`src/include/synth_cfg_pkg.sv`:
```
// constants, field layout and state codes of the synthesizer
// configuration register and command unit.
// assumes a single 100 MHz system clock in the using module.
package synth_cfg_pkg;

	// ==========================================================
	// register addresses
	localparam logic [7:0] REG_FB_LOW   = 8'h00;
	localparam logic [7:0] REG_DIV_HIGH = 8'h01;
	localparam logic [7:0] REG_COMMAND  = 8'hF0;

	// ==========================================================
	// command codes, low nibble of the command byte
	localparam logic [3:0] OP_STEP_UP   = 4'h1;
	localparam logic [3:0] OP_STEP_DOWN = 4'h2;
	localparam logic [3:0] OP_LOAD      = 4'h4;
	localparam logic [3:0] OP_READBACK  = 4'h8;

	// ==========================================================
	// field positions in the high register
	localparam int HIGH_FB_MSB    = 7;
	localparam int HIGH_FB_LSB    = 6;
	localparam int HIGH_POSTA_MSB = 5;
	localparam int HIGH_POSTA_LSB = 3;
	localparam int HIGH_POSTB_POS = 2;
	localparam int HIGH_PRE_POS   = 1;

	// ==========================================================
	// values after reset
	localparam logic [9:0] RST_FEEDBACK = 10'h1F4;
	localparam logic [2:0] RST_POST_A   = 3'h2;
	localparam logic       RST_POST_B   = 1'h0;
	localparam logic       RST_PRE      = 1'h1;

	// ==========================================================
	// serial slave address and framing
	localparam logic [4:0] SLAVE_ADDR_FIXED = 5'h16;
	localparam logic [3:0] BITS_PER_BYTE    = 4'h8;
	localparam int         SYNC_WIDTH       = 21;

	// byte kinds inside a write transfer
	localparam logic [1:0] KIND_ADDR = 2'h0;
	localparam logic [1:0] KIND_REG  = 2'h1;
	localparam logic [1:0] KIND_DATA = 2'h2;

	// ==========================================================
	// serial link state machine
	typedef enum logic [4:0] {
		ST_IDLE = 5'b00001,
		ST_RECV = 5'b00010,
		ST_ACK  = 5'b00100,
		ST_SEND = 5'b01000,
		ST_MACK = 5'b10000
	} link_state_t;

endpackage

```
`src/hw/synth_config_register_command_unit.sv`:
```
// serial register set and command decoder of a clock synthesizer.
// assumes scl, sda and all pins come from outside the clock domain;
// the pll itself, its lock detector and the startup pin load live outside.
// What this block does
// - in serial mode active dividers change only on load and step commands
// - register contents persist across separate transactions
// - low register holds feedback divider bits 7..0
// - high register: fb 9:8, post a, b, pre, lock
// - lock bit mirrors pll lock, writes ignored
// - command register write-only, decoded not stored
// - low nibble 0001 increments active feedback divider
// - low nibble 0010 decrements active feedback divider
// - low nibble 0100 copies registers into active dividers
// - low nibble 1000 copies active dividers into registers
// - step commands leave registers and post dividers alone
// - no range checks on load or steps
// - parallel to serial keeps everything unchanged
// - serial to parallel: dividers follow pins at once
// - parallel mode mirrors config, readback unsupported
// - slave address: five fixed bits plus two pins
// - bit after address selects write or read
// - write: register address then data, pairs repeat
// - read returns low then high, no address phase
// - parallel mode acknowledges but discards written data
`timescale 1ns/1ps

module synth_config_register_command_unit (
	input  wire logic       clk_in,
	input  wire logic       reset_in,
	input  wire logic       scl_in,
	input  wire logic       sda_in,
	output logic            sda_out,
	output logic            sda_oe_n_out,
	input  wire logic [1:0] addr_sel_in,
	input  wire logic       pin_programming_select_in,
	input  wire logic       pll_lock_in,
	input  wire logic [9:0] pin_feedback_in,
	input  wire logic [2:0] post_divider_a_code_in,
	input  wire logic       pin_post_b_in,
	input  wire logic       pin_pre_in,
	output logic [9:0]      active_feedback_out,
	output logic [2:0]      post_divider_a_code_out,
	output logic            active_post_b_out,
	output logic            active_pre_out
);

	// ==========================================================
	// declarations
	logic [synth_cfg_pkg::SYNC_WIDTH-1:0] meta_q;
	logic [synth_cfg_pkg::SYNC_WIDTH-1:0] sync_q;
	logic                      scl_s;
	logic                      sda_s;
	logic                      mode_s;
	logic                      lock_s;
	logic [1:0]                addr_s;
	logic [9:0]                pin_fb_s;
	logic [2:0]                pin_pa_s;
	logic                      pin_pb_s;
	logic                      pin_pre_s;
	logic                      scl_prev_q;
	logic                      sda_prev_q;
	logic                      scl_rise;
	logic                      scl_fall;
	logic                      start_cond;
	logic                      stop_cond;
	synth_cfg_pkg::link_state_t state_q;
	logic [3:0]                cnt_q;
	logic [7:0]                shift_q;
	logic [1:0]                kind_q;
	logic                      rw_q;
	logic [7:0]                reg_addr_q;
	logic                      rd_sel_q;
	logic                      sda_oe_n_q;
	logic                      sda_level_q;
	logic                      byte_done;
	logic                      addr_match;
	logic                      wr_strobe;
	logic                      do_up;
	logic                      do_down;
	logic                      do_load;
	logic                      do_get;
	logic [7:0]                low_q;
	logic [7:1]                high_q;
	logic [9:0]                act_fb_q;
	logic [2:0]                act_pa_q;
	logic                      act_pb_q;
	logic                      act_pre_q;
	logic [7:0]                send_byte;

	// ==========================================================
	// decoding helpers
	// true when a data byte to the command register carries this code
	function automatic logic op_hit(input logic strobe, input logic [7:0] addr,
		input logic [7:0] data, input logic [3:0] code);
		op_hit = strobe && (addr == synth_cfg_pkg::REG_COMMAND) && (data[3:0] == code);
	endfunction

	// byte sent on a read: low register, or high register with live lock
	function automatic logic [7:0] read_byte(input logic sel, input logic [7:0] low,
		input logic [7:1] high, input logic lock);
		read_byte = sel ? {high, lock} : low;
	endfunction

	// ==========================================================
	// input synchronisers
	// two flops for every pin input; first stage feeds only the second
	always_ff @(posedge clk_in) begin
		if (reset_in) begin
			meta_q <= '0;
			sync_q <= '0;
		end else begin
			meta_q <= {scl_in, sda_in, pin_programming_select_in, pll_lock_in, addr_sel_in,
				pin_feedback_in, post_divider_a_code_in, pin_post_b_in, pin_pre_in};
			sync_q <= meta_q;
		end
	end

	// unpack the synchronised inputs
	assign {scl_s, sda_s, mode_s, lock_s, addr_s, pin_fb_s, pin_pa_s, pin_pb_s,
		pin_pre_s} = sync_q;

	// previous levels of the bus lines for edge and condition detection
	always_ff @(posedge clk_in) begin
		if (reset_in) begin
			scl_prev_q <= 1'b1;
			sda_prev_q <= 1'b1;
		end else begin
			scl_prev_q <= scl_s;
			sda_prev_q <= sda_s;
		end
	end

	// edges of scl, start and stop while scl is high
	assign scl_rise   = scl_s & ~scl_prev_q;
	assign scl_fall   = ~scl_s & scl_prev_q;
	assign start_cond = scl_s & scl_prev_q & sda_prev_q & ~sda_s;
	assign stop_cond  = scl_s & scl_prev_q & ~sda_prev_q & sda_s;

	// ==========================================================
	// byte framing and strobes
	assign byte_done  = (state_q == synth_cfg_pkg::ST_RECV) && scl_fall &&
		(cnt_q == synth_cfg_pkg::BITS_PER_BYTE);
	assign addr_match = (shift_q[7:3] == synth_cfg_pkg::SLAVE_ADDR_FIXED) &&
		(shift_q[2:1] == addr_s);
	assign wr_strobe  = byte_done && (kind_q == synth_cfg_pkg::KIND_DATA) && mode_s;
	assign send_byte  = read_byte(rd_sel_q, low_q, high_q, lock_s);

	assign do_up   = op_hit(wr_strobe, reg_addr_q, shift_q, synth_cfg_pkg::OP_STEP_UP);
	assign do_down = op_hit(wr_strobe, reg_addr_q, shift_q, synth_cfg_pkg::OP_STEP_DOWN);
	assign do_load = op_hit(wr_strobe, reg_addr_q, shift_q, synth_cfg_pkg::OP_LOAD);
	assign do_get  = op_hit(wr_strobe, reg_addr_q, shift_q, synth_cfg_pkg::OP_READBACK);

	// ==========================================================
	// serial link state machine
	// data is sampled on scl rise and driven after scl fall
	always_ff @(posedge clk_in) begin
		if (reset_in) begin
			state_q    <= synth_cfg_pkg::ST_IDLE;
			cnt_q      <= 4'h0;
			shift_q    <= 8'h00;
			kind_q     <= synth_cfg_pkg::KIND_ADDR;
			rw_q       <= 1'b0;
			reg_addr_q <= 8'h00;
			rd_sel_q   <= 1'b0;
			sda_oe_n_q <= 1'b1;
		end else if (start_cond) begin
			state_q    <= synth_cfg_pkg::ST_RECV;
			cnt_q      <= 4'h0;
			kind_q     <= synth_cfg_pkg::KIND_ADDR;
			sda_oe_n_q <= 1'b1;
		end else if (stop_cond) begin
			state_q    <= synth_cfg_pkg::ST_IDLE;
			sda_oe_n_q <= 1'b1;
		end else begin
			case (state_q)
				synth_cfg_pkg::ST_RECV: begin
					if (scl_rise && (cnt_q != synth_cfg_pkg::BITS_PER_BYTE)) begin
						shift_q <= {shift_q[6:0], sda_s};
						cnt_q   <= cnt_q + 4'h1;
					end else if (byte_done) begin
						cnt_q <= 4'h0;
						case (kind_q)
							synth_cfg_pkg::KIND_ADDR: begin
								if (addr_match) begin
									state_q    <= synth_cfg_pkg::ST_ACK;
									sda_oe_n_q <= 1'b0;
									rw_q       <= shift_q[0];
									rd_sel_q   <= 1'b0;
									kind_q     <= synth_cfg_pkg::KIND_REG;
								end else begin
									state_q <= synth_cfg_pkg::ST_IDLE;
								end
							end
							synth_cfg_pkg::KIND_REG: begin
								reg_addr_q <= shift_q;
								kind_q     <= synth_cfg_pkg::KIND_DATA;
								state_q    <= synth_cfg_pkg::ST_ACK;
								sda_oe_n_q <= 1'b0;
							end
							// data byte, next pair may follow
							default: begin
								kind_q     <= synth_cfg_pkg::KIND_REG;
								state_q    <= synth_cfg_pkg::ST_ACK;
								sda_oe_n_q <= 1'b0;
							end
						endcase
					end
				end
				synth_cfg_pkg::ST_ACK: begin
					if (scl_fall) begin
						if (rw_q) begin
							state_q    <= synth_cfg_pkg::ST_SEND;
							shift_q    <= send_byte;
							sda_oe_n_q <= send_byte[7];
							cnt_q      <= 4'h1;
						end else begin
							state_q    <= synth_cfg_pkg::ST_RECV;
							sda_oe_n_q <= 1'b1;
						end
					end
				end
				synth_cfg_pkg::ST_SEND: begin
					if (scl_fall) begin
						if (cnt_q == synth_cfg_pkg::BITS_PER_BYTE) begin
							state_q    <= synth_cfg_pkg::ST_MACK;
							sda_oe_n_q <= 1'b1;
							rd_sel_q   <= ~rd_sel_q;
						end else begin
							sda_oe_n_q <= shift_q[6];
							shift_q    <= {shift_q[6:0], 1'b0};
							cnt_q      <= cnt_q + 4'h1;
						end
					end
				end
				synth_cfg_pkg::ST_MACK: begin
					// master ack continues the read, nack ends it
					if (scl_rise) begin
						state_q <= sda_s ? synth_cfg_pkg::ST_IDLE : synth_cfg_pkg::ST_ACK;
					end
				end
				default: begin
					state_q    <= synth_cfg_pkg::ST_IDLE;
					sda_oe_n_q <= 1'b1;
				end
			endcase
		end
	end

	// open-drain data line only ever pulls low
	always_ff @(posedge clk_in) begin
		sda_level_q <= 1'b0;
	end

	// ==========================================================
	// configuration registers
	// contents held between transfers
	always_ff @(posedge clk_in) begin
		if (reset_in) begin
			low_q  <= synth_cfg_pkg::RST_FEEDBACK[7:0];
			high_q <= {synth_cfg_pkg::RST_FEEDBACK[9:8], synth_cfg_pkg::RST_POST_A,
				synth_cfg_pkg::RST_POST_B, synth_cfg_pkg::RST_PRE};
		end else if (!mode_s) begin
			low_q  <= pin_fb_s[7:0];
			high_q <= {pin_fb_s[9:8], pin_pa_s, pin_pb_s, pin_pre_s};
		end else if (wr_strobe && (reg_addr_q == synth_cfg_pkg::REG_FB_LOW)) begin
			low_q <= shift_q;
		end else if (wr_strobe && (reg_addr_q == synth_cfg_pkg::REG_DIV_HIGH)) begin
			high_q <= shift_q[7:1];
		end else if (do_get) begin
			low_q  <= act_fb_q[7:0];
			high_q <= {act_fb_q[9:8], act_pa_q, act_pb_q, act_pre_q};
		end
	end

	// ==========================================================
	// active pll dividers
	// mode change to serial keeps values
	always_ff @(posedge clk_in) begin
		if (reset_in) begin
			act_fb_q  <= synth_cfg_pkg::RST_FEEDBACK;
			act_pa_q  <= synth_cfg_pkg::RST_POST_A;
			act_pb_q  <= synth_cfg_pkg::RST_POST_B;
			act_pre_q <= synth_cfg_pkg::RST_PRE;
		end else if (!mode_s) begin
			act_fb_q  <= pin_fb_s;
			act_pa_q  <= pin_pa_s;
			act_pb_q  <= pin_pb_s;
			act_pre_q <= pin_pre_s;
		end else if (do_load) begin
			act_fb_q  <= {high_q[synth_cfg_pkg::HIGH_FB_MSB:synth_cfg_pkg::HIGH_FB_LSB], low_q};
			act_pa_q  <= high_q[synth_cfg_pkg::HIGH_POSTA_MSB:synth_cfg_pkg::HIGH_POSTA_LSB];
			act_pb_q  <= high_q[synth_cfg_pkg::HIGH_POSTB_POS];
			act_pre_q <= high_q[synth_cfg_pkg::HIGH_PRE_POS];
		end else if (do_up) begin
			act_fb_q <= act_fb_q + 10'h001;
		end else if (do_down) begin
			act_fb_q <= act_fb_q - 10'h001;
		end
	end

	// ==========================================================
	// outputs
	// command byte never stored
	assign sda_out                 = sda_level_q;
	assign sda_oe_n_out            = sda_oe_n_q;
	assign active_feedback_out     = act_fb_q;
	assign post_divider_a_code_out = act_pa_q;
	assign active_post_b_out       = act_pb_q;
	assign active_pre_out          = act_pre_q;
endmodule

```
`config.mk`:
```
export PLATFORM = sky130hd
export DESIGN_NAME = synth_config_register_command_unit
export DESIGN_NICKNAME = d
export VERILOG_FILES = /design/src/include/synth_cfg_pkg.sv /design/src/hw/synth_config_register_command_unit.sv
export SDC_FILE = /design/constraint.sdc
export NUM_CORES = 1
export LEC_CHECK = 0
export BUFFER_PORTS_ARGS = -buffer_cell sky130_fd_sc_hd__buf_4
export CORE_AREA = 5 5 98 100
export CTS_BUF_LIST = sky130_fd_sc_hd__clkbuf_4 sky130_fd_sc_hd__clkbuf_8 sky130_fd_sc_hd__clkbuf_16
export CTS_CLUSTER_DIAMETER = 100
export DETAILED_ROUTE_END_ITERATION = 8
export DIE_AREA = 0 0 103 105
export GPL_TIMING_DRIVEN = 0
export HOLD_SLACK_MARGIN = 0.08
export PLACE_DENSITY = 0.78
export SYNTH_ARGS = -nofsm -noshare
export SYNTH_HDL_FRONTEND = slang
export SYNTH_SLANG_ARGS = --single-unit
```
`constraint.sdc`:
```
create_clock -name clk_in -period 3.55 [get_ports clk_in]
set_clock_uncertainty 0.15 [all_clocks]
set_input_delay 0.8875 -clock clk_in [delete_from_list [all_inputs] [get_ports clk_in]]
set_output_delay 0.8875 -clock clk_in [all_outputs]
set_load 0.005 [all_outputs]
```
==> results of run 1 <==
## per-stage QoR
stage / util [%] / instances / setup WS (ns) / power (mW)
5_1_grt: 66.9 / 724 / -0.0163 / 2.37
3_5_place_dp: 63.1 / 707 / -0.311 / 1.48
2_1_floorplan: - / 562 / 0.263 / 1.40
4_1_cts: 65.9 / 721 / 0.0111 / 2.27
6_report: 66.9 / 724 / 0.127 / 2.28
3_3_place_gp: 63.1 / 707 / -0.192 / 1.47
## cell families after synthesis
group | after synthesis
compound gates | 145
xor+xnor | 10
fa+ha+maj | 11
buf+inv | 47
flops | 104
mux | 33
other cells | 1
simple gates | 211
## report_power, final
| group | switching (mW) | total [mW] | internal [mW] |
|---|---|---|---|
| logic | 0.115 | 0.224 | 0.109 |
| clock network | 0.453 | 0.802 | 0.349 |
| registers | 0.0373 | 1.25 | 1.21 |
| total | 0.606 | 2.28 | 1.67 |
## how the worst max path moves through the flow
stage	to	slack [ns]
2_1_floorplan	active_feedback_out[9]	0.26
3_3_place_gp	active_feedback_out[9]	-0.19
3_5_place_dp	active_feedback_out[9]	-0.31
4_1_cts	active_feedback_out[9]	0.01
5_1_grt	active_feedback_out[9]	-0.02
6_report	active_feedback_out[9]	0.13
## cell usage after synthesis, types with 2 or more instances
library cell | count | area share (%)
dfxtp_1 | 104 | 42
a21oi_1 | 55 | 5.5
nor2_1 | 53 | 4.0
nor2b_1 | 53 | 6.6
nand2_1 | 37 | 2.8
mux2i_1 | 31 | 6.2
a211oi_1 | 25 | 3.7
o21ai_0 | 23 | 2.3
clkbuf_1 | 20 | 1.5
inv_1 | 12 | 0.90
nor3_1 | 11 | 1.1
ha_1 | 10 | 2.5
xor2_1 | 8 | 1.4
o21ai_1 | 7 | 0.70
nand2b_1 | 6 | 0.75
a211o_1 | 5 | 0.87
buf_2 | 5 | 0.50
nand3_1 | 5 | 0.50
or2_2 | 5 | 0.62
buf_4 | 4 | 0.60
nor4_1 | 4 | 0.50
o21a_1 | 4 | 0.60
or4_1 | 4 | 0.60
a31oi_1 | 3 | 0.37
nand4_1 | 3 | 0.37
nor4_4 | 3 | 1.3
o211ai_1 | 3 | 0.45
o41ai_1 | 3 | 0.52
or3_1 | 3 | 0.37
a21o_1 | 2 | 0.30
and2_1 | 2 | 0.25
and3b_1 | 2 | 0.35
buf_1 | 2 | 0.15
buf_6 | 2 | 0.45
nand4b_1 | 2 | 0.35
nor3_2 | 2 | 0.40
nor3b_1 | 2 | 0.30
o21bai_1 | 2 | 0.30
xnor2_1 | 2 | 0.35
## metal layers
metal	track usage, %	vias up
met5	0	-
met4	8.88	0
met3	4.73	33
met2	36.0	223
met1	33.3	2006
li1	-	2097
## worst max-delay path, cell delays in order (launching register included)
cell	delay, ns
dfxtp_1	0.31
clkbuf_2	0.17
nor4_4	0.34
nand2_4	0.13
buf_6	0.18
nor4_4	0.39
inv_4	0.14
ha_4	0.32
nand3_1	0.08
o211ai_1	0.27
o221ai_2	0.15
xnor2_1	0.18
or3_1	0.37
a31oi_1	0.16
## sequential cells by signal (all words and copies together) (netlist names), 2 cells and up
signal and cells:
meta_q 21, active_feedback_out 10, cnt_q 4, low_q 8
sync_q 21, post_divider_a_code_out 3, reg_addr_q 8, kind_q 2
high_q 7, state_q 5, shift_q 8
## cell usage in the layout, fill, tap and decap left out, types with 4 or more instances in the layout
cell type,count
a211o_1,5
a211oi_1,25
a21oi_1,54
buf_2,4
buf_4,46
clkbuf_1,16
clkbuf_8,9
dfxtp_1,104
ha_1,6
ha_4,4
inv_1,11
mux2i_1,31
nand2_1,37
nand2b_1,6
nand3_1,5
nor2_1,53
nor2b_1,52
nor3_1,10
nor4_1,4
o21a_1,4
o21ai_0,21
o21ai_1,9
or2_2,5
or4_1,4
xor2_1,8
## cell type report
type / count / area [sq um] / share of cell area [%]
buffer: 30 / 153 / 2.65
timing repair buffer: 42 / 315 / 5.48
tap: 108 / 135 / 2.35
clock inverter: 7 / 100 / 1.74
inverter: 13 / 51.3 / 0.892
sequential: 104 / 2080 / 36.2
multi-input combinational: 411 / 2790 / 48.5
clock buffer: 9 / 124 / 2.15
## repair_timing
item / in CTS / in global routing
buffers inserted: 2 / 3
setup endpoints to repair: 4 / 4
pin swaps: 2 / 4
gates resized for setup: 2 / 12
==> flow_summary.toml, run 1 <==
[logic_synthesis]
yosys-mux-area-fraction_pct = 6.64
ys_warn_count = 0
synth_ff_type = "dfxtp_1"
synth.distinct_cells = 72
synth_xor_area_share_pct = 1.75
syn_inst = 562
synth_fa_ha_area_share_pct = 2.90
syn_area_sq_mm = 0.00501
synth_compound_area_share_pct = 18.4
seq_area_frac_synth_pct = 41.5
async_reset_ff_share_pct = 0
avgSynthCellArea_sq_um = 8.92
synth_edf_count = 0
synth-simple-area-share_pct = 24.4
ys_ff_latch = 104
syn-num-nets = 596
synth_top_family_by_area = "simple AND/OR/NAND/NOR gates"

[sta]
fmax_ghz = 0.292
timing_hold_violations_final = 0
worstMarginPinSlew_ns = 0.977
tns_ns = 0
slew_headroom_pct = 34.7
setup_violations = 0
finalCritPeriodShare_pct = 96.4
slew_viol_final = 0
holdWs_ns = 0.293
finalCriticalPeriod_ns = 3.42

[routing]
dr_total_vias = 4359
drt-initial-drc-count = 313
drt-total-wl_um = 12700
wl_per_cell_um = 17.5
drt-vias-per-instance = 6.02
highest_layer = "met4"
ant_nets = 0
wl_met2_um = 5650
dr.pass1.iters = 5
drc = 0
wl_met3_um = 1180
met1_length_um = 5530

[placed_design]
gp_congestion = 0.891
port_buffers = 37
place_area_sq_mm = 0.00543
dp_hpwl_um = 9030

[job]
cap_violations = 0

[setup_path]
required_ns = 3.71
crit_path_start_kind = "flip-flop"
end_kind = "flip-flop"
timing.rr.start = "state_q[3]"
path_max_fanout = 10
crit_start = "state_q[3]"
r2r_cells = 13
reg2reg_setup_slack_ns = 0.13
path_class = "flip-flop to flip-flop"
r2r_end = "active_feedback_out[9]"
cp.arrival_ns = 3.58

[worst_hold_path]
hp-class = "flip-flop to flip-flop"
worstHoldStart = "meta_q[9]"
hold_path_depth = 1
holdPathEnd = "sync_q[9]"

[floorplanning]
rows = 34
die_y_um = 105
io_pins = 40
initial_utilization_pct = 58.3
core_area_sq_mm = 0.00859
die_area_sq_mm = 0.0108
die_x_um = 103

[clock_network]
max-clock-path-buffers = 2
ctsHoldBuffers = 0
clock_sinks = 104
clk_latency_ns = 0.37
numCtsBuffers = 9
htreeDepth = 3
tritoncts = "done"
root_buffer = "clkbuf_8"
clkTransAtPathRegs_ns = 0.12

[pwr]
p_leak_nw = 2.08
vdd_drop_max_mv = 0.379
powerDensity_mw_per_mm2 = 396

[grt]
grt_pass1_wl_um = 20600
globalRouteOverflowTotal = 0
grt_max_degree = 21
antenna_found_initial = 0
grt_pass1_vias = 4141
track_usage_pct = 23.8

[final_layout]
drive_gt1_share_pct = 17.4
num_antenna_cells = 0
fin_nets = 645
fillers = 701
syn2layout_area_growth_pct = 14.8
design_area_sq_mm = 0.00575

[status]
status = "complete, no violations"
Note: power is estimated with default switching activity, not from simulation.
==> run 2: changes to the inputs <==
--- a/config.mk
+++ b/config.mk
@@ -15,4 +15,5 @@
 export HOLD_SLACK_MARGIN = 0.08
 export PLACE_DENSITY = 0.78
+export SETUP_SLACK_MARGIN = 0.4
 export SYNTH_ARGS = -nofsm -noshare
 export SYNTH_HDL_FRONTEND = slang
--- a/constraint.sdc
+++ b/constraint.sdc
@@ -3,3 +3,3 @@
 set_input_delay 0.8875 -clock clk_in [delete_from_list [all_inputs] [get_ports clk_in]]
 set_output_delay 0.8875 -clock clk_in [all_outputs]
-set_load 0.005 [all_outputs]
+set_load 0.05 [all_outputs]
==> flow_summary.toml, run 2 (synthesized netlist as in run 1, its figures left out) <==
[status]
status = "complete, no violations"

[grt]
track_usage_pct = 24.3
antenna_found_initial = 0
globalRouteOverflowTotal = 0
grt_pass1_vias = 4208
grt_max_degree = 20
grt_pass1_wl_um = 20900

[worst_hold_path]
hp-class = "flip-flop to flip-flop"
worstHoldStart = "meta_q[19]"

[placed_design]
port_buffers = 37
dpl_worst_slack_ns = -0.123
placed_cells = 707
dp_hpwl_um = 9100
gp_congestion = 0.892

[floorplanning]
die_area_sq_mm = 0.0108
initial_utilization_pct = 58.3
rows = 34
die_y_um = 105
core_area_sq_mm = 0.00859
die_x_um = 103
io_pins = 40

[final_layout]
multiInputGateArea_sq_mm = 0.00283
instances_no_fill = 733
drive_gt1_share_pct = 20.0
final_cell_mix = "dfxtp_1 (100), a21oi_1 (54), nor2_1 (53)"
final_common_cell = "dfxtp_1"
fin_nets = 654
fillers = 698
seqCellArea_sq_mm = 0.00209
syn2layout_area_growth_pct = 16.4
num_antenna_cells = 0

[routing]
dr.pass1.iters = 5
ant_nets = 0
drt-total-wl_um = 12600
drc = 0
drt-vias-per-instance = 5.88
wl_per_cell_um = 17.2
drt-initial-drc-count = 360
dr_total_vias = 4307

[clock_network]
clkTransAtPathRegs_ns = 0.10
htreeDepth = 3
root_buffer = "clkbuf_8"
max-clock-path-buffers = 2
numCtsBuffers = 9
ctsHoldBuffers = 0
clock_sinks = 104
clk_latency_ns = 0.38
tritoncts = "done"

[setup_path]
path_max_fanout = 8
crit_top_cell = "nor4_4"
crit_path_start_kind = "flip-flop"
cp_top_family = "simple AND/OR/NAND/NOR gates"
worstPathCellList = "buf_6 -> nor4_4 -> nand2_4 -> buf_8 -> nor4_4 -> buf_4 -> inv_6 -> ha_4 -> nand3_1 -> o211ai_1 -> o221ai_2 -> xnor2_1 -> or3_1 -> a31oi_1"
cpPeakStageDelay_ns = 0.35
path_class = "flip-flop to flip-flop"
cp.arrival_ns = 3.28
timing.rr.start = "state_q[2]"
crit_start = "state_q[2]"
critical_path_buf_inv_count = 4
required_ns = 3.70
crit_slowest_cell = "or3_1"
end_kind = "flip-flop"

[sta]
finalCriticalPeriod_ns = 3.14
slew_headroom_pct = 44.8
setup_violations = 0
worst_slack_ns = 0.414
timing_hold_violations_final = 0
fmax_ghz = 0.319
grt_setup_unrepaired = "true"
finalCritPeriodShare_pct = 88.3
worstMarginPinSlew_ns = 0.822
slew_viol_final = 0

[job]
cap_violations = 0

[pwr]
vdd_drop_max_mv = 0.312
powerDensity_mw_per_mm2 = 384
p_leak_nw = 2.13
-- run 2: cell count changes in the layout (fill, tap and decap cells not counted), sizes merged --
cell,delta
buf,+7
clkbuf,+3
clkinv,-2
inv,+2
bufinv,-1
-- run 2: cell type report --
class / instances / area share (%)
Sequential cell: 104 / 35.8
Buffer: 34 / 3.18
Timing Repair Buffer: 47 / 6.05
Tap cell: 108 / 2.32
Clock buffer: 10 / 2.25
Inverter: 13 / 0.923
Multi-Input combinational cell: 411 / 48.5
Clock inverter: 6 / 0.987
-- run 2: power breakdown --
| part | leakage [nW] | switching (mW) | total, mW | internal (mW) |
|---|---|---|---|---|
| clock network | 0.0991 | 0.441 | 0.723 | 0.282 |
| registers | 0.856 | 0.0388 | 1.25 | 1.21 |
| logic | 1.17 | 0.154 | 0.266 | 0.112 |
| total | 2.13 | 0.634 | 2.24 | 1.61 |
-- run 2: metrics by stage --
step	TNS, ns	power, mW	hold WS (ns)	area [sq um]	util [%]
after floorplan	0	1.44	0.264	5060	-
after global routing	0	2.32	0.310	5830	67.9
after global placement	-0.0363	1.52	0.268	5470	63.7
after CTS	0	2.24	0.289	5800	67.5
after detailed placement	-0.134	1.52	0.271	5470	63.7
final	0	2.24	0.293	5830	67.9
-- run 2: worst paths after layout --
| kind | to | slack (ns) | depth (start not counted) |
|---|---|---|---|
| max | active_feedback_out[9] | 0.41 | 14 |
| min | sync_q[19] | 0.29 | 1 |
| max reg2reg | active_feedback_out[9] | 0.41 | 14 |
| min reg2reg | sync_q[19] | 0.29 | 1 |
-- run 2: worst reg2reg max path: stages, from the launching register on --
cell and delay (ns):
dfxtp_1 0.33, buf_6 0.13, nor4_4 0.30, nand2_4 0.11, buf_8 0.14, nor4_4 0.23
buf_4 0.18, inv_6 0.07, ha_4 0.30, nand3_1 0.07, o211ai_1 0.25, o221ai_2 0.15
xnor2_1 0.17, or3_1 0.35, a31oi_1 0.14
-- run 2: what timing repair did --
action	in CTS	in global routing
pin swaps	7	8
cloned	0	0
resized for setup	19	9
buffers inserted	10	0
endpoints found under the setup margin	8	5
-- run 2: metal layers --
layer	routed length [um]	vias to the layer above	track usage [%]
li1	-	2108	-
met4	247	0	9.16
met1	5590	2006	33.0
met3	947	26	4.13
met5	0	-	0
met2	5800	167	38.3
==> run 3: changes to the inputs <==
- ABC_AREA: default -> 1
- CAP_MARGIN: default -> 0
- CORE_AREA: 5 5 98 100 -> 5 5 96 98
- DIE_AREA: 0 0 103 105 -> 0 0 101 103
- PLACE_DENSITY: 0.78 -> 0.84
- clock period: 3.55 -> 3.65 ns (I/O delays scaled with it)
==> flow_summary.toml, run 3 <==
[sta]
timing_hold_violations_final = 0
worstMarginPinSlew_ns = 0.680
tns_ns = 0
setup_violations = 0
grt_setup_unrepaired = "false"
finalCritPeriodShare_pct = 81.5
fmax_ghz = 0.336
slew_headroom_pct = 54.7
slew_viol_final = 0
finalCriticalPeriod_ns = 2.98

[setup_path]
worstPathCellList = "inv_1 -> ha_1 -> nand2_1 -> nor2_4 -> nand2_1 -> nor2_2 -> nand4_1 -> buf_4 -> buf_4 -> ha_4 -> nand2_1 -> or2_2 -> nand4_1 -> nand3_1 -> nand3_1 -> nand3_1 -> o21ai_0 -> nand2_1"
crit_path_start_kind = "flip-flop"
timing.rr.start = "cnt_q[0]"
cp_top_family = "simple AND/OR/NAND/NOR gates"
cpPeakStageDelay_ns = 0.35
r2r_cells = 18
path_class = "flip-flop to flip-flop"
critical_path_buf_inv_count = 3
crit_top_cell = "nand2_1"
crit_slowest_cell = "dfxtp_1"
r2r_end = "active_feedback_out[6]"
end_kind = "flip-flop"
path_max_fanout = 7
required_ns = 3.75
crit_cells = 18
cp.arrival_ns = 3.08
reg2reg_setup_slack_ns = 0.67

[logic_synthesis]
yosysTopAreaCell = "dfxtp_1"
synth_ff_type = "dfxtp_1"
synth_fa_ha_area_share_pct = 2.79
synthTopCellsByArea = "dfxtp_1 (40%), inv_1 (8.2%), nand2_1 (8.2%), nor2_1 (8.2%), o21ai_0 (6.9%)"
synth_edf_count = 0
synth_xor_area_share_pct = 0.843
yosys-mux-area-fraction_pct = 0
avgSynthCellArea_sq_um = 7.01
seq_area_frac_synth_pct = 40.1
syn_inst = 741
synth_top_area_share_pct = 40.1
ys_warn_count = 0
synth.distinct_cells = 45
synth_compound_area_share_pct = 18.4
synth-simple-area-share_pct = 26.1
synth_top_family_by_area = "simple AND/OR/NAND/NOR gates"
syn-num-nets = 775
synth_common_cells = "inv_1 (114), nand2_1 (114), nor2_1 (114)"
syn_area_sq_mm = 0.00519
async_reset_ff_share_pct = 0
ys_ff_latch = 104

[routing]
drt-total-wl_um = 13900
drt-vias-per-instance = 5.54
drc = 0
dr_total_vias = 5026
ant_nets = 0
drt-initial-drc-count = 387
wl_per_cell_um = 15.3
dr.pass1.iters = 5

[clock_network]
clk_latency_ns = 0.38
root_buffer = "clkbuf_8"
clock_sinks = 104
clkTransAtPathRegs_ns = 0.11
htreeDepth = 3
ctsHoldBuffers = 0
tritoncts = "done"
max-clock-path-buffers = 2
numCtsBuffers = 9

[worst_hold_path]
hp-class = "flip-flop to flip-flop"
holdPathEnd = "sync_q[7]"
worstHoldStart = "meta_q[7]"
hold_path_depth = 2

[floorplanning]
die_y_um = 103
core_area_sq_mm = 0.00838
die_x_um = 101
initial_utilization_pct = 62.0
io_pins = 40
die_area_sq_mm = 0.0104
rows = 34

[pwr]
p_leak_nw = 2.65
vdd_drop_max_mv = 0.296
power.total_mw = 2.31
power.internal_mw = 1.64
power.switching_mw = 0.678
p_clk_share_pct = 34.4
seq_power_share_pct = 52.6
p_comb_share_pct = 13.0
powerDensity_mw_per_mm2 = 388
p_sw_share_pct = 29.3

[final_layout]
fin_nets = 828
final_cell_mix = "inv_1 (114), nand2_1 (114), nor2_1 (112)"
num_antenna_cells = 0
fillers = 721
syn2layout_area_growth_pct = 14.6
drive_gt1_share_pct = 14.0

[placed_design]
dp_hpwl_um = 10600
gp_congestion = 0.973
port_buffers = 38

[grt]
antenna_found_initial = 0
grt_pass1_vias = 4651
globalRouteOverflowTotal = 0
grt_max_degree = 22
track_usage_pct = 27.7
grt_pass1_wl_um = 22500

[job]
cap_violations = 0

[status]
status = "complete, no violations"
==> run 3: cell count changes after synthesis, sizes merged, moves of 6 or more <==
cell,previous run,this run
nand3,5,44
clkbuf,21,15
a211oi,25,10
nand2b,6,0
nor3,14,7
nor2,54,122
o21ai,30,80
mux2i,31,0
nand2,38,118
nor2b,53,0
inv,13,121
a21oi,56,50
==> run 3: layer usage <==
metal  track usage, %  vias up  share of wire, %
li1                 -     2496                 -
met1             36.7     2300                44
met2             44.8      189                46
met3             5.21       41               6.4
met4             11.0        0               3.1
met5                0        -                 0
==> run 3: cell families (layout without fill, tap and decap cells) <==
kind of cell / count (synthesis) / in the layout
and+or+nand+nor: 304 / 304
buffers and inverters: 149 / 207
DFF: 104 / 104
AOI/OAI and AO/OA: 167 / 167
other: 1 / 1
adders and majority gates: 11 / 11
xor gates and xnor gates: 5 / 5
==> run 3: worst max path at each step <==
stage | slack, ns | end | start
CTS | 0.45 | active_feedback_out[5] | cnt_q[0]
finish | 0.67 | active_feedback_out[6] | cnt_q[0]
global placement | 0.009 | active_feedback_out[5] | cnt_q[0]
detailed placement | 0.04 | active_feedback_out[5] | cnt_q[0]
global route | 0.41 | active_feedback_out[5] | cnt_q[0]
floorplan | 0.75 | active_feedback_out[5] | cnt_q[0]
==> run 3: power by group through the flow <==
| stage | Combinational [mW] | Sequential, mW | Clock (mW) |
|---|---|---|---|
| after floorplan | 0.162 | 1.27 | 0 |
| after global placement | 0.282 | 1.24 | 0 |
| after detailed placement | 0.287 | 1.24 | 0 |
| after CTS | 0.288 | 1.21 | 0.796 |
| after global routing | 0.333 | 1.22 | 0.858 |
| final | 0.302 | 1.22 | 0.795 |
==> run 3: final cells by class <==
class,instances,area (sq um),share of cell area [%]
multi-input cells,488,2580,43.4
flip-flops and latches,104,2080,35.0
inverters,122,460,7.73
repair buffers,42,315,5.30
plain buffers,27,146,2.46
well taps,108,135,2.27
clock buffers,9,124,2.08
clock inverters,7,108,1.81
==> run 3: worst register-to-register path: cells and delay by family (launching register included) <==
| kind | cells | cell delay [ns] |
|---|---|---|
| buf+inv | 3 | 0.43 |
| flops | 1 | 0.35 |
| compound gates | 1 | 0.08 |
| fa+ha+maj | 2 | 0.46 |
| simple gates | 12 | 1.41 |
==> run 3: stage by stage <==
step | cells | utilization [%] | setup WS [ns] | hold slack (ns) | area (sq um)
2_1_floorplan | 741 | - | 0.746 | 0.238 | 5190
3_3_place_gp | 887 | 67.0 | 0.00859 | 0.240 | 5620
3_5_place_dp | 887 | 67.0 | 0.0384 | 0.242 | 5620
4_1_cts | 907 | 70.1 | 0.451 | 0.256 | 5880
5_1_grt | 907 | 71.1 | 0.409 | 0.266 | 5950
6_report | 907 | 71.1 | 0.674 | 0.253 | 5950
==> run 3: repair_timing <==
| item | CTS | global route |
|---|---|---|
| setup buffers | 4 | 0 |
| gates resized for setup | 0 | 15 |
| pin swaps | 1 | 1 |
| setup endpoints to repair | 7 | 7 |
